===== src/include/rat_consts.vh =====
// Constants for the alarm output and oscillator trim block
`ifndef RAT_CONSTS_VH
`define RAT_CONSTS_VH

// Register addresses on the internal register port
`define RAT_ADDR_W 5
`define RAT_ADDR_CTRL 5'h07
`define RAT_ADDR_TRIM 5'h08
`define RAT_ADDR_ALM0_WKDAY 5'h0D
`define RAT_ADDR_ALM1_WKDAY 5'h14

// Reset values
`define RAT_CTRL_RST 8'h80
`define RAT_TRIM_RST 8'h00
`define RAT_WKDAY_RST 8'h00
`define RAT_FIELD3_RST 3'h0
`define RAT_RDATA_ZERO 8'h00

// Control register fields
`define RAT_CTRL_OUT 7
`define RAT_CTRL_SQUARE_WAVE_ENABLE 6
`define RAT_CTRL_SECOND_ALARM_ENABLE 5
`define RAT_CTRL_FIRST_ALARM_ENABLE 4
`define RAT_CTRL_EXTERNAL_CLOCK_INPUT_ENABLE 3
`define RAT_CTRL_COARSE_TRIM_MODE 2
`define RAT_CTRL_RATE_HI 1
`define RAT_CTRL_RATE_LO 0

// Trim register fields
`define RAT_TRIM_SIGN 7
`define RAT_TRIM_MAG_HI 6
`define RAT_TRIM_MAG_LO 0
`define RAT_TRIM_MAG_ZERO 7'h00

// Alarm weekday/mask register fields
`define RAT_WK_POL 7
`define RAT_WK_MASK_HI 6
`define RAT_WK_MASK_LO 4
`define RAT_WK_FLAG 3
`define RAT_WK_DAY_HI 2
`define RAT_WK_DAY_LO 0

// Timebase: 32768 oscillator cycles per second, 256 per coarse slot
`define RAT_PRESC_W 15
`define RAT_PRESC_ZERO 15'h0000
`define RAT_SUM_ONE 16'h0001
`define RAT_SUM_ZERO 16'h0000
`define RAT_SLOT_LAST 8'hFF
`define RAT_SEC_W 6
`define RAT_SEC_ZERO 6'h00
`define RAT_SEC_ONE 6'h01
`define RAT_SEC_LAST 6'h3B
`define RAT_SKIP_ZERO 8'h00
`define RAT_SKIP_ONE 8'h01

`endif


===== src/hdl/rat_trim_timebase.v =====
// Oscillator divider with per-minute or coarse 128 Hz digital trimming
`timescale 1ns/1ps
`include "rat_consts.vh"

module rat_trim_timebase (
  input wire clk_i,               // System clock
  input wire rst_n_i,             // Async reset, active low
  input wire osc_tick_i,          // One oscillator cycle
  input wire trim_sign_i,         // 1 add cycles, 0 remove cycles
  input wire [6:0] trim_mag_i,    // Trim magnitude, two cycles per unit
  input wire coarse_i,            // Coarse trim mode
  output reg second_tick_o,       // Trimmed one-second pulse
  output reg minute_tick_o,       // Trimmed one-minute pulse
  output reg slot_tick_o,         // Trimmed 128 Hz pulse
  output reg wave_64hz_o,         // Trimmed 64 Hz square wave
  output reg adjust_o             // Pulse when a trim adjustment is applied
);

  reg [`RAT_PRESC_W-1:0] presc_q, presc_d;
  reg [`RAT_SEC_W-1:0] sec_q, sec_d;
  reg [7:0] skip_q, skip_d;
  reg pend_q, pend_d;
  reg [15:0] sum;
  reg [15:0] add_amt;
  reg trig;
  reg sec_evt;
  reg min_evt;
  reg slot_evt;
  reg adj_evt;
  wire trim_on;
  wire [7:0] cycles;

  assign trim_on = (trim_mag_i != `RAT_TRIM_MAG_ZERO);
  assign cycles = {trim_mag_i, 1'b0};

  always @* begin
    presc_d = presc_q;
    sec_d = sec_q;
    skip_d = skip_q;
    pend_d = pend_q;
    sum = `RAT_SUM_ZERO;
    add_amt = `RAT_SUM_ZERO;
    trig = 1'b0;
    sec_evt = 1'b0;
    min_evt = 1'b0;
    slot_evt = 1'b0;
    adj_evt = 1'b0;
    if (osc_tick_i) begin
      if (skip_q != `RAT_SKIP_ZERO) begin
        // Swallowed cycle: divider stands still
        skip_d = skip_q - `RAT_SKIP_ONE;
      end else begin
        if (coarse_i) begin
          trig = trim_on && (presc_q[7:0] == `RAT_SLOT_LAST);
        end else begin
          trig = trim_on && pend_q;
        end
        if (trig || !trim_on || coarse_i) begin
          pend_d = 1'b0;
        end
        if (trig && trim_sign_i) begin
          add_amt = {8'h00, cycles};
        end
        if (trig && !trim_sign_i) begin
          skip_d = cycles;
        end
        adj_evt = trig;
        sum = {1'b0, presc_q} + `RAT_SUM_ONE + add_amt;
        presc_d = sum[`RAT_PRESC_W-1:0];
        slot_evt = (presc_q[7:0] == `RAT_SLOT_LAST) || trig;
        sec_evt = sum[`RAT_PRESC_W];
        if (sec_evt) begin
          if (sec_q == `RAT_SEC_LAST) begin
            sec_d = `RAT_SEC_ZERO;
            min_evt = 1'b1;
            pend_d = trim_on && !coarse_i;
          end else begin
            sec_d = sec_q + `RAT_SEC_ONE;
          end
        end
      end
    end
  end

  always @(posedge clk_i or negedge rst_n_i) begin
    if (!rst_n_i) begin
      presc_q <= `RAT_PRESC_ZERO;
      sec_q <= `RAT_SEC_ZERO;
      skip_q <= `RAT_SKIP_ZERO;
      pend_q <= 1'b0;
      second_tick_o <= 1'b0;
      minute_tick_o <= 1'b0;
      slot_tick_o <= 1'b0;
      wave_64hz_o <= 1'b0;
      adjust_o <= 1'b0;
    end else begin
      presc_q <= presc_d;
      sec_q <= sec_d;
      skip_q <= skip_d;
      pend_q <= pend_d;
      second_tick_o <= sec_evt;
      minute_tick_o <= min_evt;
      slot_tick_o <= slot_evt;
      adjust_o <= adj_evt;
      if (slot_evt) begin
        wave_64hz_o <= ~wave_64hz_o;
      end
    end
  end

endmodule


===== src/hdl/rat_mfp_select.v =====
// Level selection for the multi-function output pin
`timescale 1ns/1ps
`include "rat_consts.vh"

module rat_mfp_select (
  input wire square_wave_enable_i,    // Square wave mode
  input wire square_wave_i,           // Square wave level
  input wire first_alarm_enable_i,    // Alarm 0 enabled
  input wire second_alarm_enable_i,   // Alarm 1 enabled
  input wire first_alarm_flag_i,      // Alarm 0 flag
  input wire second_alarm_flag_i,     // Alarm 1 flag
  input wire alarm_output_polarity_i, // Alarm polarity
  input wire gp_level_i,              // General purpose level
  output reg pin_level_o              // Wanted pin level
);

  always @* begin
    pin_level_o = gp_level_i;
    if (square_wave_enable_i) begin
      pin_level_o = square_wave_i;
    end else if (first_alarm_enable_i && second_alarm_enable_i) begin
      if (alarm_output_polarity_i) begin
        pin_level_o = first_alarm_flag_i | second_alarm_flag_i;
      end else begin
        pin_level_o = ~(first_alarm_flag_i & second_alarm_flag_i);
      end
    end else if (first_alarm_enable_i) begin
      pin_level_o = alarm_output_polarity_i ? first_alarm_flag_i : ~first_alarm_flag_i;
    end else if (second_alarm_enable_i) begin
      pin_level_o = alarm_output_polarity_i ? second_alarm_flag_i : ~second_alarm_flag_i;
    end
  end

endmodule


===== src/hdl/rat_top.v =====
// Alarm output pin control, register file and digital trim of the clock timebase
`timescale 1ns/1ps
`include "rat_consts.vh"

module rat_top (
  input wire clk_i,                            // System clock, 250 MHz
  input wire rst_n_i,                          // Async reset, active low
  input wire osc_tick_i,                       // One pulse per oscillator cycle
  input wire [`RAT_ADDR_W-1:0] reg_addr_i,     // Register address
  input wire [7:0] reg_wdata_i,                // Register write data
  input wire reg_wr_i,                         // Register write strobe
  input wire reg_rd_i,                         // Register read strobe
  output reg [7:0] reg_rdata_o,                // Register read data
  output reg reg_rvalid_o,                     // Read data valid pulse
  input wire first_alarm_match_i,              // Alarm 0 match event
  input wire second_alarm_match_i,             // Alarm 1 match event
  input wire square_wave_i,                    // Square wave from divider
  input wire multi_function_pin_i,             // Pin level read back
  output reg multi_function_pin_o,             // Pin drive value, always low
  output reg multi_function_pin_oe_o,          // Pin pulled low while high
  output reg square_wave_enable_o,             // Square wave mode
  output reg [1:0] square_wave_rate_select_o,  // Square wave rate
  output reg external_clock_input_enable_o,    // External clock input
  output reg coarse_trim_mode_o,               // Coarse trim mode
  output reg [2:0] first_alarm_mask_o,         // Alarm 0 match mode
  output reg [2:0] second_alarm_mask_o,        // Alarm 1 match mode
  output reg [2:0] first_alarm_weekday_o,      // Alarm 0 weekday
  output reg [2:0] second_alarm_weekday_o,     // Alarm 1 weekday
  output wire second_tick_o,                   // Trimmed one-second pulse
  output wire minute_tick_o,                   // Trimmed one-minute pulse
  output wire slot_tick_o,                     // Trimmed 128 Hz pulse
  output wire wave_64hz_o,                     // Trimmed 64 Hz wave
  output wire trim_adjust_o                    // Trim applied pulse
);

  reg [7:0] ctrl_q;
  reg [7:0] trim_q;
  reg [2:0] alm0_mask_q;
  reg [2:0] alm1_mask_q;
  reg [2:0] alm0_day_q;
  reg [2:0] alm1_day_q;
  reg polarity_q;
  reg first_alarm_flag_q, first_alarm_flag_d;
  reg second_alarm_flag_q, second_alarm_flag_d;
  reg [7:0] rdata_d;
  wire wr_ctrl;
  wire wr_trim;
  wire wr_alm0;
  wire wr_alm1;
  wire pin_level;

  assign wr_ctrl = reg_wr_i && (reg_addr_i == `RAT_ADDR_CTRL);
  assign wr_trim = reg_wr_i && (reg_addr_i == `RAT_ADDR_TRIM);
  assign wr_alm0 = reg_wr_i && (reg_addr_i == `RAT_ADDR_ALM0_WKDAY);
  assign wr_alm1 = reg_wr_i && (reg_addr_i == `RAT_ADDR_ALM1_WKDAY);

  // Configuration registers
  always @(posedge clk_i or negedge rst_n_i) begin
    if (!rst_n_i) begin
      ctrl_q <= `RAT_CTRL_RST;
      trim_q <= `RAT_TRIM_RST;
      alm0_mask_q <= `RAT_FIELD3_RST;
      alm1_mask_q <= `RAT_FIELD3_RST;
      alm0_day_q <= `RAT_FIELD3_RST;
      alm1_day_q <= `RAT_FIELD3_RST;
      polarity_q <= 1'b0;
    end else begin
      if (wr_ctrl) begin
        ctrl_q <= reg_wdata_i;
      end
      if (wr_trim) begin
        trim_q <= reg_wdata_i;
      end
      if (wr_alm0) begin
        polarity_q <= reg_wdata_i[`RAT_WK_POL];
        alm0_mask_q <= reg_wdata_i[`RAT_WK_MASK_HI:`RAT_WK_MASK_LO];
        alm0_day_q <= reg_wdata_i[`RAT_WK_DAY_HI:`RAT_WK_DAY_LO];
      end
      if (wr_alm1) begin
        alm1_mask_q <= reg_wdata_i[`RAT_WK_MASK_HI:`RAT_WK_MASK_LO];
        alm1_day_q <= reg_wdata_i[`RAT_WK_DAY_HI:`RAT_WK_DAY_LO];
      end
    end
  end

  // Alarm flags: match sets, any write to the weekday register clears; set wins
  always @* begin
    first_alarm_flag_d = first_alarm_flag_q;
    second_alarm_flag_d = second_alarm_flag_q;
    if (wr_alm0) begin
      first_alarm_flag_d = 1'b0;
    end
    if (wr_alm1) begin
      second_alarm_flag_d = 1'b0;
    end
    if (first_alarm_match_i) begin
      first_alarm_flag_d = 1'b1;
    end
    if (second_alarm_match_i) begin
      second_alarm_flag_d = 1'b1;
    end
  end

  always @(posedge clk_i or negedge rst_n_i) begin
    if (!rst_n_i) begin
      first_alarm_flag_q <= 1'b0;
      second_alarm_flag_q <= 1'b0;
    end else begin
      first_alarm_flag_q <= first_alarm_flag_d;
      second_alarm_flag_q <= second_alarm_flag_d;
    end
  end

  // Read data mux; unmapped addresses read zero
  always @* begin
    rdata_d = `RAT_RDATA_ZERO;
    case (reg_addr_i)
      `RAT_ADDR_CTRL: begin
        rdata_d = ctrl_q;
      end
      `RAT_ADDR_TRIM: begin
        rdata_d = trim_q;
      end
      `RAT_ADDR_ALM0_WKDAY: begin
        rdata_d = {polarity_q, alm0_mask_q, first_alarm_flag_q, alm0_day_q};
      end
      `RAT_ADDR_ALM1_WKDAY: begin
        rdata_d = {polarity_q, alm1_mask_q, second_alarm_flag_q, alm1_day_q};
      end
      default: begin
        rdata_d = `RAT_RDATA_ZERO;
      end
    endcase
  end

  always @(posedge clk_i or negedge rst_n_i) begin
    if (!rst_n_i) begin
      reg_rdata_o <= `RAT_RDATA_ZERO;
      reg_rvalid_o <= 1'b0;
    end else begin
      reg_rvalid_o <= reg_rd_i;
      if (reg_rd_i) begin
        reg_rdata_o <= rdata_d;
      end
    end
  end

  // Digital trim of the oscillator divider
  rat_trim_timebase u_timebase (
    .clk_i(clk_i),
    .rst_n_i(rst_n_i),
    .osc_tick_i(osc_tick_i),
    .trim_sign_i(trim_q[`RAT_TRIM_SIGN]),
    .trim_mag_i(trim_q[`RAT_TRIM_MAG_HI:`RAT_TRIM_MAG_LO]),
    .coarse_i(ctrl_q[`RAT_CTRL_COARSE_TRIM_MODE]),
    .second_tick_o(second_tick_o),
    .minute_tick_o(minute_tick_o),
    .slot_tick_o(slot_tick_o),
    .wave_64hz_o(wave_64hz_o),
    .adjust_o(trim_adjust_o)
  );

  // Pin mode selection
  rat_mfp_select u_mfp_select (
    .square_wave_enable_i(ctrl_q[`RAT_CTRL_SQUARE_WAVE_ENABLE]),
    .square_wave_i(square_wave_i),
    .first_alarm_enable_i(ctrl_q[`RAT_CTRL_FIRST_ALARM_ENABLE]),
    .second_alarm_enable_i(ctrl_q[`RAT_CTRL_SECOND_ALARM_ENABLE]),
    .first_alarm_flag_i(first_alarm_flag_q),
    .second_alarm_flag_i(second_alarm_flag_q),
    .alarm_output_polarity_i(polarity_q),
    .gp_level_i(ctrl_q[`RAT_CTRL_OUT]),
    .pin_level_o(pin_level)
  );

  // Open-drain pin: pull low for a low level, release for high
  always @(posedge clk_i or negedge rst_n_i) begin
    if (!rst_n_i) begin
      multi_function_pin_o <= 1'b0;
      multi_function_pin_oe_o <= 1'b0;
    end else begin
      multi_function_pin_o <= 1'b0;
      multi_function_pin_oe_o <= ~pin_level;
    end
  end

  // Configuration mirrors for neighbouring blocks
  always @(posedge clk_i or negedge rst_n_i) begin
    if (!rst_n_i) begin
      square_wave_enable_o <= 1'b0;
      square_wave_rate_select_o <= 2'h0;
      external_clock_input_enable_o <= 1'b0;
      coarse_trim_mode_o <= 1'b0;
      first_alarm_mask_o <= 3'h0;
      second_alarm_mask_o <= 3'h0;
      first_alarm_weekday_o <= 3'h0;
      second_alarm_weekday_o <= 3'h0;
    end else begin
      square_wave_enable_o <= ctrl_q[`RAT_CTRL_SQUARE_WAVE_ENABLE];
      square_wave_rate_select_o <= ctrl_q[`RAT_CTRL_RATE_HI:`RAT_CTRL_RATE_LO];
      external_clock_input_enable_o <= ctrl_q[`RAT_CTRL_EXTERNAL_CLOCK_INPUT_ENABLE];
      coarse_trim_mode_o <= ctrl_q[`RAT_CTRL_COARSE_TRIM_MODE];
      first_alarm_mask_o <= alm0_mask_q;
      second_alarm_mask_o <= alm1_mask_q;
      first_alarm_weekday_o <= alm0_day_q;
      second_alarm_weekday_o <= alm1_day_q;
    end
  end

endmodule


===== config.mk =====
export PLATFORM = sky130hd
export DESIGN_NAME = rat_top
export DESIGN_NICKNAME = d
export VERILOG_FILES = /design/src/hdl/rat_trim_timebase.v /design/src/hdl/rat_mfp_select.v /design/src/hdl/rat_top.v
export VERILOG_INCLUDE_DIRS = /design/src /design/src/include
export SDC_FILE = /design/constraint.sdc
export NUM_CORES = 1
export LEC_CHECK = 0
export ABC_CLOCK_PERIOD_IN_PS = 3460
export BUFFER_PORTS_ARGS = -buffer_cell sky130_fd_sc_hd__buf_4
export CAP_MARGIN = 20
export CORE_UTILIZATION = 57
export CTS_CLUSTER_DIAMETER = 50
export DETAILED_ROUTE_END_ITERATION = 8
export GPL_TIMING_DRIVEN = 0
export PLACE_DENSITY = 0.8
export SYNTH_ARGS = -nofsm -noshare
export SYNTH_HDL_FRONTEND = slang
export SYNTH_SLANG_ARGS = --single-unit

===== constraint.sdc =====
create_clock -name clk_i -period 3.46 [get_ports clk_i]
set_input_delay 0.346 -clock clk_i [delete_from_list [all_inputs] [get_ports clk_i]]
set_output_delay 0.346 -clock clk_i [all_outputs]
set_load 0.05 [all_outputs]

==> flow_summary.json <==
{
  "remaining_number_of_nets_flagged_by_the_antenna_check_after_routing": 0,
  "insertion_delay_ns": 0.37,
  "worstPathArrival_ns": 3.44,
  "cts_tree": "done",
  "floorplan.initialDensity": 0.5889,
  "post_synth_and_or_nand_nor_area_fraction": 0.1388,
  "endpoint_worst_hold": "reg_rvalid_o",
  "crit_type": "reg -> reg",
  "router_iterations_before_antenna_repair": 4,
  "vdd_drop_max_uv": 303.9,
  "yosys.cell_types.count": 57,
  "area_growth_syn_to_layout_pct": 18.72,
  "max_transition_viols_final": 0,
  "synth_top_cells_by_area": "dfrtp_1, mux2_2, ha_1",
  "gr_overflow_total": 0,
  "final_layout_size_suffix_gt1_frac": 0.2551,
  "setup_viol": 0,
  "maxCapViolCount": 0,
  "worstReg2RegStart": "trim_q[5]",
  "xor_xnor_portion_of_the_synthesized_cell_area": 0.02871,
  "numCtsBuffers": 9,
  "period_share": 0.9251,
  "fin_ws_ns": 0.2592,
  "io_pins": 55,
  "route.detailed.drc": 0,
  "postSynthCellCount": 372,
  "crit-reg2reg-capture": "u_timebase.sec_q[4]",
  "finalClockSkew_ns": 0.01548,
  "antenna_violations_before_repair": 0,
  "complex_gate_fraction_of_the_synthesized_area": 0.1450,
  "wl_per_cell_um": 16.46,
  "worstHoldPathType": "in -> reg",
  "reg2reg_setup_slack_ns": 0.26,
  "drt_iter0_markers": 238,
  "mapped_nets": 405,
  "timing_hold_violations_final": 0,
  "die_area_um2": 7845,
  "synth_edf_count": 0,
  "die_h_um": 88.57,
  "worst_setup_hold_path_clk_slew_ns": 0.10,
  "largest_family_of_logic_cells_by_synthesized_area": "compound AO/OA/AOI/OAI gates",
  "antenna_cells": 0,
  "synth.cell_area_um2": 4272,
  "critPathRequiredTime_ns": 3.70,
  "grt_pass1_vias": 3020,
  "run_status": "completed",
  "totalWireLength_um": 8921,
  "yosys_register_bits": 93,
  "synth_top_area_share": 0.5390,
  "detailroute.via_count": 3210,
  "grt_max_degree": 56,
  "floorplan.rows": 31,
  "setup_repair_after_global_routing_missed_its_margin": "false",
  "setup.worst_path.start_class": "flip-flop",
  "powerDensity_nw_per_um2": 557.7,
  "timing.fmax_mhz": 312.4,
  "clock_sinks": 93,
  "clock-root-buffer": "clkbuf_8",
  "ys_async_sr_fraction": 1.000,
  "tightest_slew_ns": 1.075,
  "dieWidth_um": 88.57,
  "gp_congestion": 0.9156,
  "design.final.nets": 471,
  "holdPathStages": 1,
  "worst_hold_startpoint": "reg_rd_i",
  "setup-tns-final_ns": 0,
  "routed_via_density": 5.923,
  "clock_path_buffers": 2,
  "fraction_of_the_mapped_netlist_area_in_adder_cells": 0.03398,
  "leakagePower_nw": 2.322,
  "core-area_um2": 7253,
  "synth_ff_type": "dfrtp_1",
  "yosysWarningCount": 0,
  "place_hpwl_um": 6402,
  "timing.critical_path.fanout_max": 10,
  "synthDominantAreaCellType": "dfrtp_1",
  "finish.utilization": 0.6992,
  "rr_worst_depth": 11,
  "place_worst_setup_slack_ns": 0.1488,
  "timing.max_slew.rel_slack": 0.2771,
  "post-route-min-period_ns": 3.201,
  "synth.mux.area_fraction": 0.08143,
  "port-buffer-count": 52,
  "globalRouteTotalUtil": 0.2469,
  "syn_area_per_cell_um2": 11.48,
  "synth_seq_area_share": 0.5451,
  "timing.critical_path.to_type": "flip-flop",
  "first_pass_grt_wire_length_um": 14540,
  "cts.htree.levels": 3
}
==> cells by family (layout without fill, tap and decap cells) <==
kind of cell	Yosys count	in the layout
AOI/OAI and AO/OA	88	88
DFF	93	93
adders and majority gates	11	11
xor gates and xnor gates	14	14
and+or+nand+nor	108	108
other	1	1
buffers and inverters	26	97
muxes	31	31
==> worst max path at each step <==
stage | end | slack (ns) | from | depth (start not counted)
after global placement | u_timebase.pend_q | 0.25 | u_timebase.presc_q[0] | 11
after global routing | u_timebase.pend_q | 0.01 | u_timebase.presc_q[0] | 11
after floorplan | u_timebase.sec_q[4] | 0.75 | u_timebase.presc_q[0] | 11
after detailed placement | u_timebase.pend_q | 0.15 | u_timebase.presc_q[0] | 11
final | u_timebase.sec_q[4] | 0.26 | trim_q[5] | 11
after CTS | u_timebase.pend_q | 0.14 | u_timebase.presc_q[0] | 11
==> repair_timing <==
item                                    CTS  global route
hold buffers                              1             0
endpoints found under the setup margin    0            12
resized for setup                         0             2
setup buffers                             0             0
hold endpoints to repair                 38             0
==> cells in the final DEF, fill, tap and decap left out, types with 8 or more instances in the layout <==
| cell | count |
|---|---|
| dfrtp_1 | 92 |
| buf_4 | 53 |
| nand2_1 | 30 |
| mux2_2 | 29 |
| inv_1 | 17 |
| nor2_1 | 16 |
| o21ai_0 | 14 |
| nor3_1 | 12 |
| and2_1 | 12 |
| a21oi_1 | 12 |
| ha_1 | 10 |
| a221oi_1 | 9 |
| a22o_1 | 9 |
| clkbuf_8 | 9 |
| nand3_1 | 8 |
| o22ai_1 | 8 |
==> metrics by stage <==
stage / area, um^2 / hold slack [ns] / total power [mW] / cells
floorplan: 4272 / 0.05041 / 1.813 / 372
global placement: 4786 / 0.3850 / 2.008 / 523
detailed placement: 4821 / 0.3565 / 2.036 / 524
CTS: 5052 / 0.09331 / 2.841 / 541
global route: 5071 / 0.09416 / 2.953 / 542
finish: 5071 / 0.09984 / 2.828 / 542
==> synthesized netlist by cell type, types with 2 or more instances <==
master,n
and2_1,12
a211oi_1,3
nor4_2,3
xor2_1,7
and3_1,2
xnor2_1,7
buf_2,2
a22o_1,9
a311oi_1,4
nor2b_1,2
a21oi_1,12
nand3_1,8
nor3_1,12
nand2b_1,3
a31oi_1,3
or3_1,2
o22ai_1,8
nor4_1,3
o41ai_1,3
ha_1,10
dfrtp_1,92
o211ai_1,3
mux2_2,29
a22oi_1,2
nor3b_1,4
o31ai_1,6
a221oi_1,9
a21o_1,3
nand2_1,30
nor2_1,16
inv_1,17
and4_1,2
o21ai_0,14
nand4_1,4
clkbuf_1,4
==> registers in the layout, summed over array words and instances (netlist names), 6 cells and up <==
register	count
u_timebase.presc_q	15
ctrl_q	8
reg_rdata_o	8
trim_q	8
u_timebase.skip_q	8
u_timebase.sec_q	6
==> critical path, cell delays in order (launching register included) <==
cell      delay, ns
dfrtp_1        0.48
nor4_1         0.31
and2_1         0.32
nor3b_2        0.13
and2_1         0.20
ha_1           0.37
o211ai_1       0.13
o211ai_1       0.37
nand4_1        0.18
buf_2          0.21
o31ai_1        0.26
o41ai_1        0.11
==> area by class of cell <==
cell class	instances	area [um^2]
buffer	9	47.55
clock buffer	10	127.6
multi-input combinational	253	1851
fill	523	2182
sequential	93	2328
tap	99	123.9
clock inverter	6	93.84
inverter	17	63.81
timing repair buffer	55	435.4
==> where the power goes <==
part           internal, mW  switching, mW
clock network         0.414          0.397
registers              1.25          0.173
logic                 0.245          0.347
total                  1.91          0.916
==> metal layers <==
| metal | global-route usage | up-vias | share of wire |
|---|---|---|---|
| met2 | 0.3783 | 91 | 0.48 |
| met3 | 0.03265 | 10 | 0.055 |
| met5 | 0 | - | 0 |
| met1 | 0.3574 | 1605 | 0.45 |
| li1 | - | 1504 | - |
| met4 | 0.1012 | 0 | 0.014 |
(Power assumes the default switching activity.)
